==> src/prio_pkg.sv <==
// package for the interrupt priority register block: offsets, field layout, reset values
// assumes a 32-bit axi4-lite register bus with word-aligned registers
package prio_pkg;

  // register map (byte addresses)
  localparam logic [3:0]  prio_reg_off      = 4'h0;  // the priority register
  localparam logic [3:0]  status_reg_off    = 4'h4;  // effective levels, read only
  localparam int          addr_w            = 4;

  // field positions inside the priority register
  localparam int          can_event_lsb     = 12;
  localparam int          can_rx_ready_lsb  = 8;
  localparam int          spi_event_lsb     = 4;
  localparam int          spi_error_lsb     = 0;
  localparam int          field_w           = 3;
  localparam int          num_src           = 4;

  // writable bits; bits 15, 11, 7 and 3 stay zero
  localparam logic [15:0] prio_impl_mask    = 16'h7777;
  // every field comes out of reset at level 4
  localparam logic [15:0] prio_reset_val    = 16'h4444;

  // level codes
  localparam logic [2:0]  level_off         = 3'h0;
  localparam logic [2:0]  level_max         = 3'h7;

  // axi response codes
  localparam logic [1:0]  resp_okay         = 2'h0;
  localparam logic [1:0]  resp_slverr       = 2'h2;

endpackage

==> src/prio_field_decode.sv <==
// decodes one 3-bit priority field into an enable and an effective level
// assumes the field value comes straight from the register flops
`timescale 1ns/100ps
module prio_field_decode
  import prio_pkg::*;
(
  // field in
  input  wire logic [2:0] field,
  input  wire logic       present,
  // decoded out
  output logic            enabled,
  output logic [2:0]      level
);

  // absent source or code 000 means the source is never taken
  assign enabled = present && (field != level_off);
  // codes 001..111 are the levels themselves, 111 being the top
  assign level   = enabled ? field : level_off;

endmodule // prio_field_decode

==> src/prio_req_gate.sv <==
// masks each source request by its enable and reports the highest pending level
// assumes requests are synchronous levels in the aclk domain
`timescale 1ns/100ps
module prio_req_gate
  import prio_pkg::*;
#(
  parameter int N = 4
)
(
  // per-source inputs
  input  wire logic [N-1:0]   req,
  input  wire logic [N-1:0]   en,
  input  wire logic [3*N-1:0] levels,
  // summary
  output logic [2:0]          top_level
);

  initial begin
    if (N < 1) $error("prio_req_gate needs at least one source");
  end

  // a disabled source contributes level zero even while pending
  always_comb begin
    top_level = level_off;
    for (int i = 0; i < N; i++) begin
      if (req[i] && en[i] && (levels[3*i +: 3] > top_level)) begin
        top_level = levels[3*i +: 3];
      end
    end
  end

endmodule // prio_req_gate

==> src/can_spi_irq_priority_reg.sv <==
// interrupt priority register for the can and spi channel 2 sources, on axi4-lite
// assumes one clock aclk with synchronous active-low reset; requests are aclk levels
//
// Our own choices: the register addresses and the AXI4-Lite slave port.
`timescale 1ns/100ps
module can_spi_irq_priority_reg
  import prio_pkg::*;
#(
  parameter bit HAS_CAN = 1'b1
)
(
  // clock and reset
  input  wire logic        aclk,
  input  wire logic        aresetn,
  // axi4-lite write address
  input  wire logic [31:0] s_axi_awaddr,
  input  wire logic        s_axi_awvalid,
  output logic             s_axi_awready,
  // axi4-lite write data
  input  wire logic [31:0] s_axi_wdata,
  input  wire logic [3:0]  s_axi_wstrb,
  input  wire logic        s_axi_wvalid,
  output logic             s_axi_wready,
  // axi4-lite write response
  output logic [1:0]       s_axi_bresp,
  output logic             s_axi_bvalid,
  input  wire logic        s_axi_bready,
  // axi4-lite read address
  input  wire logic [31:0] s_axi_araddr,
  input  wire logic        s_axi_arvalid,
  output logic             s_axi_arready,
  // axi4-lite read data
  output logic [31:0]      s_axi_rdata,
  output logic [1:0]       s_axi_rresp,
  output logic             s_axi_rvalid,
  input  wire logic        s_axi_rready,
  // pending requests: [3] can event, [2] can rx, [1] spi event, [0] spi error
  input  wire logic [3:0]  src_req,
  // decoded priorities toward the arbiter
  output logic [3:0]       src_enabled,
  output logic [11:0]      src_level,
  output logic [2:0]       top_level
);

  // register state
  logic [15:0] prio_r;
  logic [15:0] prio_nxt;
  logic        aw_held_r;
  logic        w_held_r;
  logic [3:0]  awaddr_r;
  logic [15:0] wdata_r;
  logic [1:0]  wstrb_r;
  logic        bvalid_r;
  logic [1:0]  bresp_r;
  logic        rvalid_r;
  logic [31:0] rdata_r;
  logic [1:0]  rresp_r;
  logic [11:0] level_r;
  logic [3:0]  enabled_r;
  logic [2:0]  top_r;

  // write channel: take address and data in either order, answer once both are in
  wire         aw_take    = s_axi_awvalid && s_axi_awready;
  wire         w_take     = s_axi_wvalid && s_axi_wready;
  wire         aw_have    = aw_held_r || aw_take;
  wire         w_have     = w_held_r || w_take;
  wire         wr_fire    = aw_have && w_have && !bvalid_r;
  wire [3:0]   wr_addr    = aw_held_r ? awaddr_r : s_axi_awaddr[3:0];
  wire [15:0]  wr_data    = w_held_r ? wdata_r : s_axi_wdata[15:0];
  wire [1:0]   wr_strb    = w_held_r ? wstrb_r : s_axi_wstrb[1:0];
  wire         wr_hit     = (wr_addr == prio_reg_off) && (s_axi_awaddr[31:4] == 28'h0
                            || aw_held_r);
  wire         wr_ro      = (wr_addr == status_reg_off);
  wire [15:0]  byte_mask  = {{8{wr_strb[1]}}, {8{wr_strb[0]}}};

  assign s_axi_awready = !aw_held_r && !bvalid_r;
  assign s_axi_wready  = !w_held_r && !bvalid_r;
  assign s_axi_bvalid  = bvalid_r;
  assign s_axi_bresp   = bresp_r;

  // new register value: only implemented bits of enabled lanes change
  assign prio_nxt = wr_fire && wr_hit
                  ? ((prio_r & ~(byte_mask & prio_impl_mask))
                     | (wr_data & byte_mask & prio_impl_mask))
                  : prio_r;

  // the priority register itself
  always_ff @(posedge aclk) begin
    if (!aresetn) begin
      prio_r <= prio_reset_val;
    end else begin
      prio_r <= prio_nxt;
    end
  end

  // hold address or data that arrived before its partner
  always_ff @(posedge aclk) begin
    if (!aresetn) begin
      aw_held_r <= 1'b0;
      w_held_r  <= 1'b0;
      awaddr_r  <= 4'h0;
      wdata_r   <= 16'h0;
      wstrb_r   <= 2'h0;
    end else begin
      aw_held_r <= wr_fire ? 1'b0 : aw_have;
      w_held_r  <= wr_fire ? 1'b0 : w_have;
      if (aw_take) awaddr_r <= s_axi_awaddr[3:0];
      if (w_take) begin
        wdata_r <= s_axi_wdata[15:0];
        wstrb_r <= s_axi_wstrb[1:0];
      end
    end
  end

  // write response: writes to the read-only status word or holes answer slverr, except a hole whose address is held, which is matched on bits 3:0 only
  always_ff @(posedge aclk) begin
    if (!aresetn) begin
      bvalid_r <= 1'b0;
      bresp_r  <= resp_okay;
    end else if (wr_fire) begin
      bvalid_r <= 1'b1;
      bresp_r  <= (wr_hit && !wr_ro) ? resp_okay : resp_slverr;
    end else if (s_axi_bready) begin
      bvalid_r <= 1'b0;
    end
  end

  // read channel: one read at a time, data one cycle after the address is taken
  wire         ar_take    = s_axi_arvalid && s_axi_arready;
  wire         rd_prio    = s_axi_araddr == {28'h0, prio_reg_off};
  wire         rd_stat    = s_axi_araddr == {28'h0, status_reg_off};
  wire [31:0]  rd_word    = rd_prio ? {16'h0, prio_r & prio_impl_mask}
                          : rd_stat ? {13'h0, top_r, 4'h0, level_r}
                          : 32'h0;

  assign s_axi_arready = !rvalid_r;
  assign s_axi_rvalid  = rvalid_r;
  assign s_axi_rdata   = rdata_r;
  assign s_axi_rresp   = rresp_r;

  // read data register; unmapped addresses read zero with slverr
  always_ff @(posedge aclk) begin
    if (!aresetn) begin
      rvalid_r <= 1'b0;
      rdata_r  <= 32'h0;
      rresp_r  <= resp_okay;
    end else if (ar_take) begin
      rvalid_r <= 1'b1;
      rdata_r  <= rd_word;
      rresp_r  <= (rd_prio || rd_stat) ? resp_okay : resp_slverr;
    end else if (s_axi_rready) begin
      rvalid_r <= 1'b0;
    end
  end

  // field decode: can sources depend on the can module being fitted
  wire [2:0]   fld [num_src];
  wire [3:0]   present    = {HAS_CAN, HAS_CAN, 1'b1, 1'b1};
  wire [3:0]   en_w;
  wire [11:0]  lvl_w;
  wire [2:0]   top_w;

  assign fld[3] = prio_r[can_event_lsb    +: field_w];
  assign fld[2] = prio_r[can_rx_ready_lsb +: field_w];
  assign fld[1] = prio_r[spi_event_lsb    +: field_w];
  assign fld[0] = prio_r[spi_error_lsb    +: field_w];

  for (genvar i = 0; i < num_src; i++) begin : g_dec
    prio_field_decode u_dec (
      .field   (fld[i]),
      .present (present[i]),
      .enabled (en_w[i]),
      .level   (lvl_w[3*i +: 3])
    );
  end

  // pending sources masked by enable; disabled ones never win
  prio_req_gate #(.N(num_src)) u_gate (
    .req       (src_req),
    .en        (en_w),
    .levels    (lvl_w),
    .top_level (top_w)
  );

  // register the decoded outputs so data outputs come from flops
  always_ff @(posedge aclk) begin
    if (!aresetn) begin
      enabled_r <= 4'h0;
      level_r   <= 12'h0;
      top_r     <= level_off;
    end else begin
      enabled_r <= en_w;
      level_r   <= lvl_w;
      top_r     <= top_w;
    end
  end

  assign src_enabled = enabled_r;
  assign src_level   = level_r;
  assign top_level   = top_r;

endmodule // can_spi_irq_priority_reg

==> config.mk <==
export PLATFORM = sky130hd
export DESIGN_NAME = can_spi_irq_priority_reg
export DESIGN_NICKNAME = d
export VERILOG_FILES = /design/src/prio_pkg.sv /design/src/prio_field_decode.sv /design/src/prio_req_gate.sv /design/src/can_spi_irq_priority_reg.sv
export SDC_FILE = /design/constraint.sdc
export NUM_CORES = 1
export LEC_CHECK = 0
export BUFFER_PORTS_ARGS = -buffer_cell sky130_fd_sc_hd__buf_2
export CORE_MARGIN = 2
export CORE_UTILIZATION = 25
export DETAILED_ROUTE_END_ITERATION = 8
export REMOVE_ABC_BUFFERS = 1
export SLEW_MARGIN = 30
export SYNTH_ARGS = -nofsm -noshare
export SYNTH_HDL_FRONTEND = slang
export SYNTH_SLANG_ARGS = --single-unit
export TNS_END_PERCENT = 30
==> constraint.sdc <==
create_clock -name aclk -period 9.9 [get_ports aclk]
set_clock_uncertainty 0.15 [all_clocks]
set_input_delay 1.485 -clock aclk [delete_from_list [all_inputs] [get_ports aclk]]
set_output_delay 1.485 -clock aclk [all_outputs]
set_load 0.1 [all_outputs]
* Word-level counts from Yosys, hierarchy flattened
Cells that the tools add are included.
** Word-level totals
- Register bits :: 96
- Input port bits :: 111
- Output and inout bits :: 60
- Logic and storage cells :: 81
** Operators by class
- Magnitude comparators :: 4
- Equality and inequality tests :: 2
- Mux-type cells :: 19
- Bitwise gates (word level) :: 5
- Reduce and logical (&&, ||, !) cells :: 37
** Operators with widths (number)
- $mux W19 :: 2
- $eq A32 B3 Y1 const B :: 1
- $logic_not A32 Y1 :: 1
- $logic_not A28 Y1 :: 1
- $mux W3 :: 8
- $logic_and A1 B1 Y1 :: 18
- $and A16 B16 Y16 :: 1
- $not A15 Y16 :: 1
- $or A16 B15 Y16 :: 1
- $and A15 B15 Y15 :: 1
- $mux W15 :: 1
- $reduce_bool A3 Y1 :: 4
- $gt A3 B3 Y1 :: 3
- $mux W2 :: 3
- $logic_not A1 Y1 :: 5
- $eq A4 B3 Y1 const B :: 1
- $logic_not A4 Y1 :: 1
- $logic_or A1 B1 Y1 :: 4
- $mux W1 :: 4
- $mux W4 :: 1
- $reduce_bool A2 Y1 :: 2
- $gt A3 B1 Y1 const B :: 1
- $reduce_or A2 Y1 :: 1
- $not A1 Y1 :: 1

* Logic depth before layout (Yosys ltp)
Gate-level depths: netlist of the first run.
- Word-level depth :: 14
- Gate-level depth with buffers :: 19
- Mapped depth without buffers :: 19

* By module
From an unflattened synthesis of the first run, not the netlist that was laid out.
** Unflattened totals
- Cells, all modules :: 410
- Area, all modules :: 3736.1 µm²
** Modules (own cells, without submodules)
- can_spi_irq_priority_reg :: instances 1, cells an instance 342, area an instance 3221.8 µm², seq. area each 1461.4 µm²
- prio_req_gate :: instances 1, cells an instance 52, area an instance 399.1 µm², seq. area each 0.0 µm²
- prio_field_decode :: instances 4, cells an instance 4, area an instance 28.8 µm², seq. area each 0.0 µm²

* Least setup slack after synthesis of the first run
No wires, ideal clock.
- Path kind :: input port to flip-flop
- Start point :: in src_req[0]
- End point :: reg top_r[0] (netlist: top_level[0])
- Library setup time :: 115 ps
- Arrival time :: 5089 ps
- Required time :: 9635 ps
- Path slack :: 4545 ps
- Stages on the path :: 18
- Path buffers :: 0
- Cell sequence :: and2_1 -> ha_1 -> a311oi_2 -> o21a_4 -> mux2_4 -> ha_1 -> nor2b_1 -> o211ai_1 -> nand3_1 -> o211ai_2 -> mux2_4 -> ha_1 -> nor2b_1 -> o21a_1 -> o211a_1 -> inv_1 -> nor3_1 -> a31o_1
** Between the ends
- Cells in the longest elaborated chain, start to end :: 12
** RTL lines
- start, declared :: line can_spi_irq_priority_reg.sv:38 : input wire logic [3:0] src_req,
- $logic_and A1 B1 Y1 (*) (2 in series) :: line prio_req_gate.sv:26 : if (req[i] && en[i] && (levels[3*i +: 3] > top_level)) begin
- $mux W3 (*) :: line prio_req_gate.sv:26
- $gt A3 B3 Y1 :: line prio_req_gate.sv:26
- $logic_and A1 B1 Y1 :: line prio_req_gate.sv:26
- $mux W3 (*) :: line prio_req_gate.sv:26
- $gt A3 B3 Y1 :: line prio_req_gate.sv:26
- $logic_and A1 B1 Y1 :: line prio_req_gate.sv:26
- $mux W3 (*) :: line prio_req_gate.sv:26
- $gt A3 B3 Y1 :: line prio_req_gate.sv:26
- $logic_and A1 B1 Y1 :: line prio_req_gate.sv:26
- $mux W3 (*) :: line prio_req_gate.sv:26
- end signal, assigned :: line can_spi_irq_priority_reg.sv:190 : top_r <= level_off;
- end signal, assigned :: line can_spi_irq_priority_reg.sv:194 : top_r <= top_w;
- end, declared :: line can_spi_irq_priority_reg.sv:60 : logic [2:0] top_r;
Every way passes the cells marked *; elsewhere a longest branch is shown, timed or not.
A chain may end at the register's enable or synchronous reset.

* Worst setup path in the final report of the first run
Same ends and word-level chain as after synthesis.

==> flow_metrics.py, run 1 <==
metrics = {
    "grt": {
        "grt_pass1_vias": 2990,
        "grt_pass1_wl_mm": 14.6,
        "antenna_found_initial": 0,
        "grt_max_degree": 61,
        "grt_overflow": 0,
        "track_usage_pct": 13.2,
    },
    "die": {
        "chipWidth_um": 119,
        "die_y_um": 119,
        "fp-row-count": 41,
        "core_um2": 12800,
        "initial_core_util_pct": 25.8,
        "ios": 171,
        "dieArea_um2": 14100,
    },
    "timing": {
        "drv_slew": 0,
        "clock.fmax_mhz": 182,
        "hold_viol": 0,
        "finalSetupTns_ns": 0,
        "rsz0062_at_grt": "false",
        "setup_viol": 0,
        "post-route-period-util_pct": 55.6,
        "worst-slew-pin-transition_ns": 0.869,
        "fin_crit_ns": 5.51,
        "max-slew-margin-rel_pct": 42.0,
    },
    "setup_path": {
        "critical_path_class": "in -> reg",
        "critical_path.max_fanout": 5,
        "cp.required_ns": 9.97,
        "worstSetupStartpointType": "input port",
        "crit_arrival_ns": 5.58,
        "worstSetupEndpointType": "flip-flop",
    },
    "detailed_routing": {
        "post-route-drc-count": 0,
        "first_pass_iters": 4,
        "routed_via_density": 4.54,
        "wl_per_cell_um": 13.8,
        "drtIter0Drc": 165,
        "route.vias.total": 3026,
        "ant_nets": 0,
        "routed_wl_mm": 9.19,
    },
    "synthesis": {
        "synth_top_area_cell": "dfxtp_1",
        "netlist.area_leader.share_pct": 44.3,
        "synthFlopType": "dfxtp_1",
        "synth_cell_types": 44,
        "synth_edf_count": 0,
        "ys_top_cells_by_area": "dfxtp_1 44%, nand2_1 5.7%, mux2i_1 5.2%",
        "synth_seq_cells": 73,
        "netlist_instances": 370,
        "postSynth.asyncResetShare_pct": 0,
        "syn_area_um2": 3300,
        "yosysWarnings": 0,
        "avgSynthCellArea_um2": 8.91,
        "seq_area_frac_synth_pct": 44.3,
    },
    "run": {
        "drv_cap": 0,
    },
    "clocking": {
        "cts.sinks": 73,
        "cts.htree.levels": 3,
        "cts_tree": "yes",
        "holdBufCountCts": 0,
        "cts_resized": 0,
        "clkSlewWorstSetupHoldPaths_ns": 0.06,
        "cts_buffers": 9,
        "clock_latency_ns": 0.33,
        "clockRootBuffer": "clkbuf_16",
        "cts_max_path_buffers": 2,
        "cts_setup_buffers": 0,
    },
    "hold_path": {
        "worstHoldPathType": "reg -> reg",
    },
    "run_status": {
        "outcome": "finished, final reports clean",
    },
    "placement": {
        "place_hpwl_mm": 6.88,
        "place.gp.congestion": 0.782,
        "io_buffers": 132,
    },
    "cells_and_area": {
        "antennaDiodeCount": 0,
        "area_growth_pct": 30.9,
        "layout_commonest_cell": "buf_2",
        "drive_gt1_share_pct": 35.6,
        "final_cell_mix": "132 x buf_2, 73 x dfxtp_1, 50 x nand2_1",
        "nets": 609,
    },
    "pwr": {
        "peakVddDrop_v": 0.0000802,
        "p_per_area_nw_per_um2": 179,
        "finalPower_mw": 0.772,
        "p_leak_nw": 1.92,
    },
}
[Yosys cell counts, types with 2 or more instances]
master    number
o211ai_2       3
nor2b_1        4
buf_4         16
a22oi_1       18
nor3_1         6
o21ai_0        5
nor3_2         2
nor4_1        15
o21a_1         3
mux2_4         3
a21oi_1       16
nand3_1        2
and2_1        10
mux2_2        12
mux2i_1       17
dfxtp_1       73
buf_2          3
nand4_1        3
inv_1          9
a211oi_1       2
ha_1           8
o31ai_1        8
nand2_1       50
clkbuf_1      18
nor2_1        45
[power by group]
part           switching [mW]  internal [mW]
registers             0.00942          0.305
logic                   0.109         0.0373
clock network           0.137          0.174
total                   0.255          0.517
[stage by stage]
step / area, um^2 / worst slack, ns / util (%) / hold slack [ns] / std cells
after floorplan: 3140 / 4.51 / - / 0.283 / 346
after global placement: 4030 / 4.19 / 31.5 / 0.288 / 651
after detailed placement: 4030 / 4.09 / 31.6 / 0.294 / 651
after CTS: 4320 / 4.44 / 33.8 / 0.305 / 667
after global routing: 4320 / 4.20 / 33.8 / 0.323 / 667
final: 4320 / 4.39 / 33.8 / 0.303 / 667
[critical path, cell delays in order]
cell and delay, ns:
buf_2 0.12, and2_1 0.17, ha_1 0.30, a311oi_2 0.35, o21a_4 0.22, mux2_4 0.32
ha_1 0.30, nor2b_1 0.15, o211ai_1 0.21, nand3_1 0.12, o211ai_2 0.23, mux2_4 0.34
ha_1 0.31, nor2b_1 0.13, o21a_1 0.17, o211a_1 0.25, inv_1 0.12, nor3_1 0.06
a31o_1 0.22
[routing by layer]
layer / wire [um] / global-route usage (%)
met1: 3790 / 14.5
met2: 4540 / 23.8
met3: 711 / 4.07
met4: 144 / 4.61
met5: 0 / 0
[cell families after synthesis]
| kind of cell | Yosys count | share of synthesized area, % |
|---|---|---|
| AO/OA/AOI/OAI | 66 | 14.7 |
| other | 1 | 0.114 |
| AND/OR/NAND/NOR | 141 | 19.5 |
| adder cells (fa/ha/maj) | 8 | 3.04 |
| multiplexers | 32 | 10.6 |
| flip-flops | 73 | 44.3 |
| buffers and inverters | 49 | 7.66 |
[layout make-up]
type | instances | area [um^2]
fill | 1334 | 8460
clock buffer | 9 | 225
multi-input combinational | 263 | 1650
timing repair buffer | 133 | 668
sequential | 73 | 1460
clock inverter | 7 | 61.3
tap | 172 | 215
inverter | 10 | 40.0
[final timing paths]
| path | start | slack, ns | cells after the start | endpoint |
|---|---|---|---|---|
| hold reg to reg | wdata_r[6] | 0.30 | 2 | wdata_r[6] |
| setup / recovery | src_req[0] | 4.39 | 19 | top_level[0] |
| setup reg to reg | flip-flop | 5.27 | 18 | top_level[0] |
| hold / removal | wdata_r[6] | 0.30 | 2 | wdata_r[6] |
(Power assumes the default switching activity.)
==> run 2, diff against run 1 <==
Clock period 9.9 ns to 5.3 ns, I/O delays scaled along.
==> run 2 against run 1 <==
Utilization is 0.25 points higher. Sequential cell count stayed put. Worst hold slack better by 0.00052 ns. Via count is 1.1% lower. Non-clock buffer count stayed put. Clock power is 110% higher. First-iteration DRC count is 21% lower. Final area is 0.75% higher. Die area stayed put. Sequential power is 87% higher. Total power is 96% higher. Largest power group is now clock.
==> flow_metrics.py, run 2 (synthesized netlist as in run 1, its figures left out) <==
metrics = {
    "pwr": {
        "p_leak_nw": 1.94,
        "finalPower_mw": 1.51,
        "peakVddDrop_v": 0.000206,
        "p_per_area_nw_per_um2": 348,
    },
    "cells_and_area": {
        "nets": 609,
        "final_cell_area_um2": 4350,
        "layout_commonest_cell": "buf_2",
        "antennaDiodeCount": 0,
        "final_cell_mix": "132 x buf_2, 73 x dfxtp_1, 50 x nand2_1",
        "drive_gt1_share_pct": 35.4,
        "area_growth_pct": 31.9,
    },
    "timing": {
        "drv_slew": 0,
        "setup_viol": 0,
        "finalSetupTns_ns": 0,
        "fin_crit_ns": 4.74,
        "rsz0062_at_grt": "false",
        "hold_viol": 0,
        "finalWorstSetupSlack_ns": 0.560,
        "max-slew-margin-rel_pct": 37.7,
        "clock.fmax_mhz": 211,
        "whs_ns": 0.303,
        "post-route-period-util_pct": 89.4,
        "worst-slew-pin-transition_ns": 0.934,
    },
    "die": {
        "fp-row-count": 41,
        "dieArea_um2": 14100,
        "chipWidth_um": 119,
        "core_um2": 12800,
        "initial_core_util_pct": 25.8,
        "ios": 171,
        "die_y_um": 119,
    },
    "setup_path": {
        "critPathMaxStageDelay_ns": 0.34,
        "worstSetupStartpointType": "input port",
        "cp.required_ns": 5.38,
        "cp_common_cell": "ha_1",
        "r2r-end": "top_level[0]",
        "worstSetupEndpointType": "flip-flop",
        "path_buf_inv": 2,
        "r2r_cells": 18,
        "path_delay_family": "compound AO/OA/AOI/OAI gates",
        "worst_path_max_delay_cell": "a311oi_2",
        "reg2reg_slack_ns": 0.76,
        "critical_path.max_fanout": 5,
        "crit_cells": 19,
        "crit_arrival_ns": 4.82,
        "critical_path_class": "in -> reg",
        "crit_chain": "buf_2, and2_1, ha_1, a311oi_2, o21a_4, mux2_4, ha_1, nor2b_1, o211ai_1, nand3_1, o211ai_2, mux2_4, ha_1, nor2b_1, o21a_1, o211a_1, inv_1, nor3_1, a31o_1",
    },
    "placement": {
        "post-place-ws_ns": 0.211,
        "place_hpwl_mm": 6.84,
        "placed_cell_area_um2": 4030,
        "io_buffers": 132,
        "place.gp.congestion": 0.773,
    },
    "clocking": {
        "clockRootBuffer": "clkbuf_16",
        "holdBufCountCts": 0,
        "cts_resized": 0,
        "cts.htree.levels": 3,
        "cts_setup_buffers": 0,
        "clkSlewWorstSetupHoldPaths_ns": 0.06,
        "clock_latency_ns": 0.34,
        "cts.sinks": 73,
        "cts_tree": "yes",
        "cts_buffers": 9,
        "cts_max_path_buffers": 2,
    },
    "detailed_routing": {
        "wl_per_cell_um": 13.8,
        "ant_nets": 0,
        "post-route-drc-count": 0,
        "routed_wl_mm": 9.22,
        "route.vias.total": 2993,
        "routed_via_density": 4.49,
        "drtIter0Drc": 131,
        "first_pass_iters": 4,
    },
    "run_status": {
        "outcome": "finished, final reports clean",
    },
    "grt": {
        "grt_pass1_vias": 3048,
        "grt_overflow": 0,
        "antenna_found_initial": 0,
        "grt_max_degree": 61,
        "track_usage_pct": 13.4,
        "grt_pass1_wl_mm": 14.9,
    },
    "hold_path": {
        "worstHoldPathType": "reg -> reg",
        "hold_end": "wstrb_r[1]",
        "holdPathStages": 2,
        "hp-start": "wstrb_r[1]",
    },
    "run": {
        "drv_cap": 0,
    },
}
## run 2: power breakdown
part           internal, mW  switching [mW]
sequential            0.570          0.0178
clock                 0.415           0.240
combinational        0.0697           0.202
## run 2: how the worst max path moves through the flow
stage,startpoint,to,slack (ns)
final,src_req[0],top_level[0],0.56
after global routing,src_req[0],top_level[0],0.34
after CTS,src_req[0],top_level[0],0.55
after detailed placement,src_req[0],top_level[0],0.21
after global placement,src_req[0],top_level[0],0.30
after floorplan,src_req[0],top_level[0],0.60
## run 2: cell type report
type	instances	area, um^2
Fill cell	1341	8420
Multi-Input combinational cell	263	1650
Sequential cell	73	1460
Timing Repair Buffer	133	668
Clock buffer	10	229
Tap cell	172	215
Clock inverter	6	90.1
Inverter	10	40.0
## run 2: metrics by stage
step / std cells / utilization, %
floorplan: 346 / -
global placement: 651 / 31.5
detailed placement: 651 / 31.6
CTS: 667 / 34.1
global route: 667 / 34.1
finish: 667 / 34.1
## run 2: worst min-delay path, cell delays in order (launching register included)
cell and delay [ns]:
dfxtp_1 0.31, nand2_1 0.05, a21oi_1 0.05
## run 2: metal layers
layer  global-route usage [%]  part of all wire [%]  wire length [um]  vias to the layer above
met5                        0                     0                 0                        -
met4                     3.72                   1.0                92                        0
met3                     4.74                   7.6               698                        8
met2                     24.6                    51              4680                      133
met1                     14.4                    41              3750                     1346
li1                         -                     -                 -                     1506
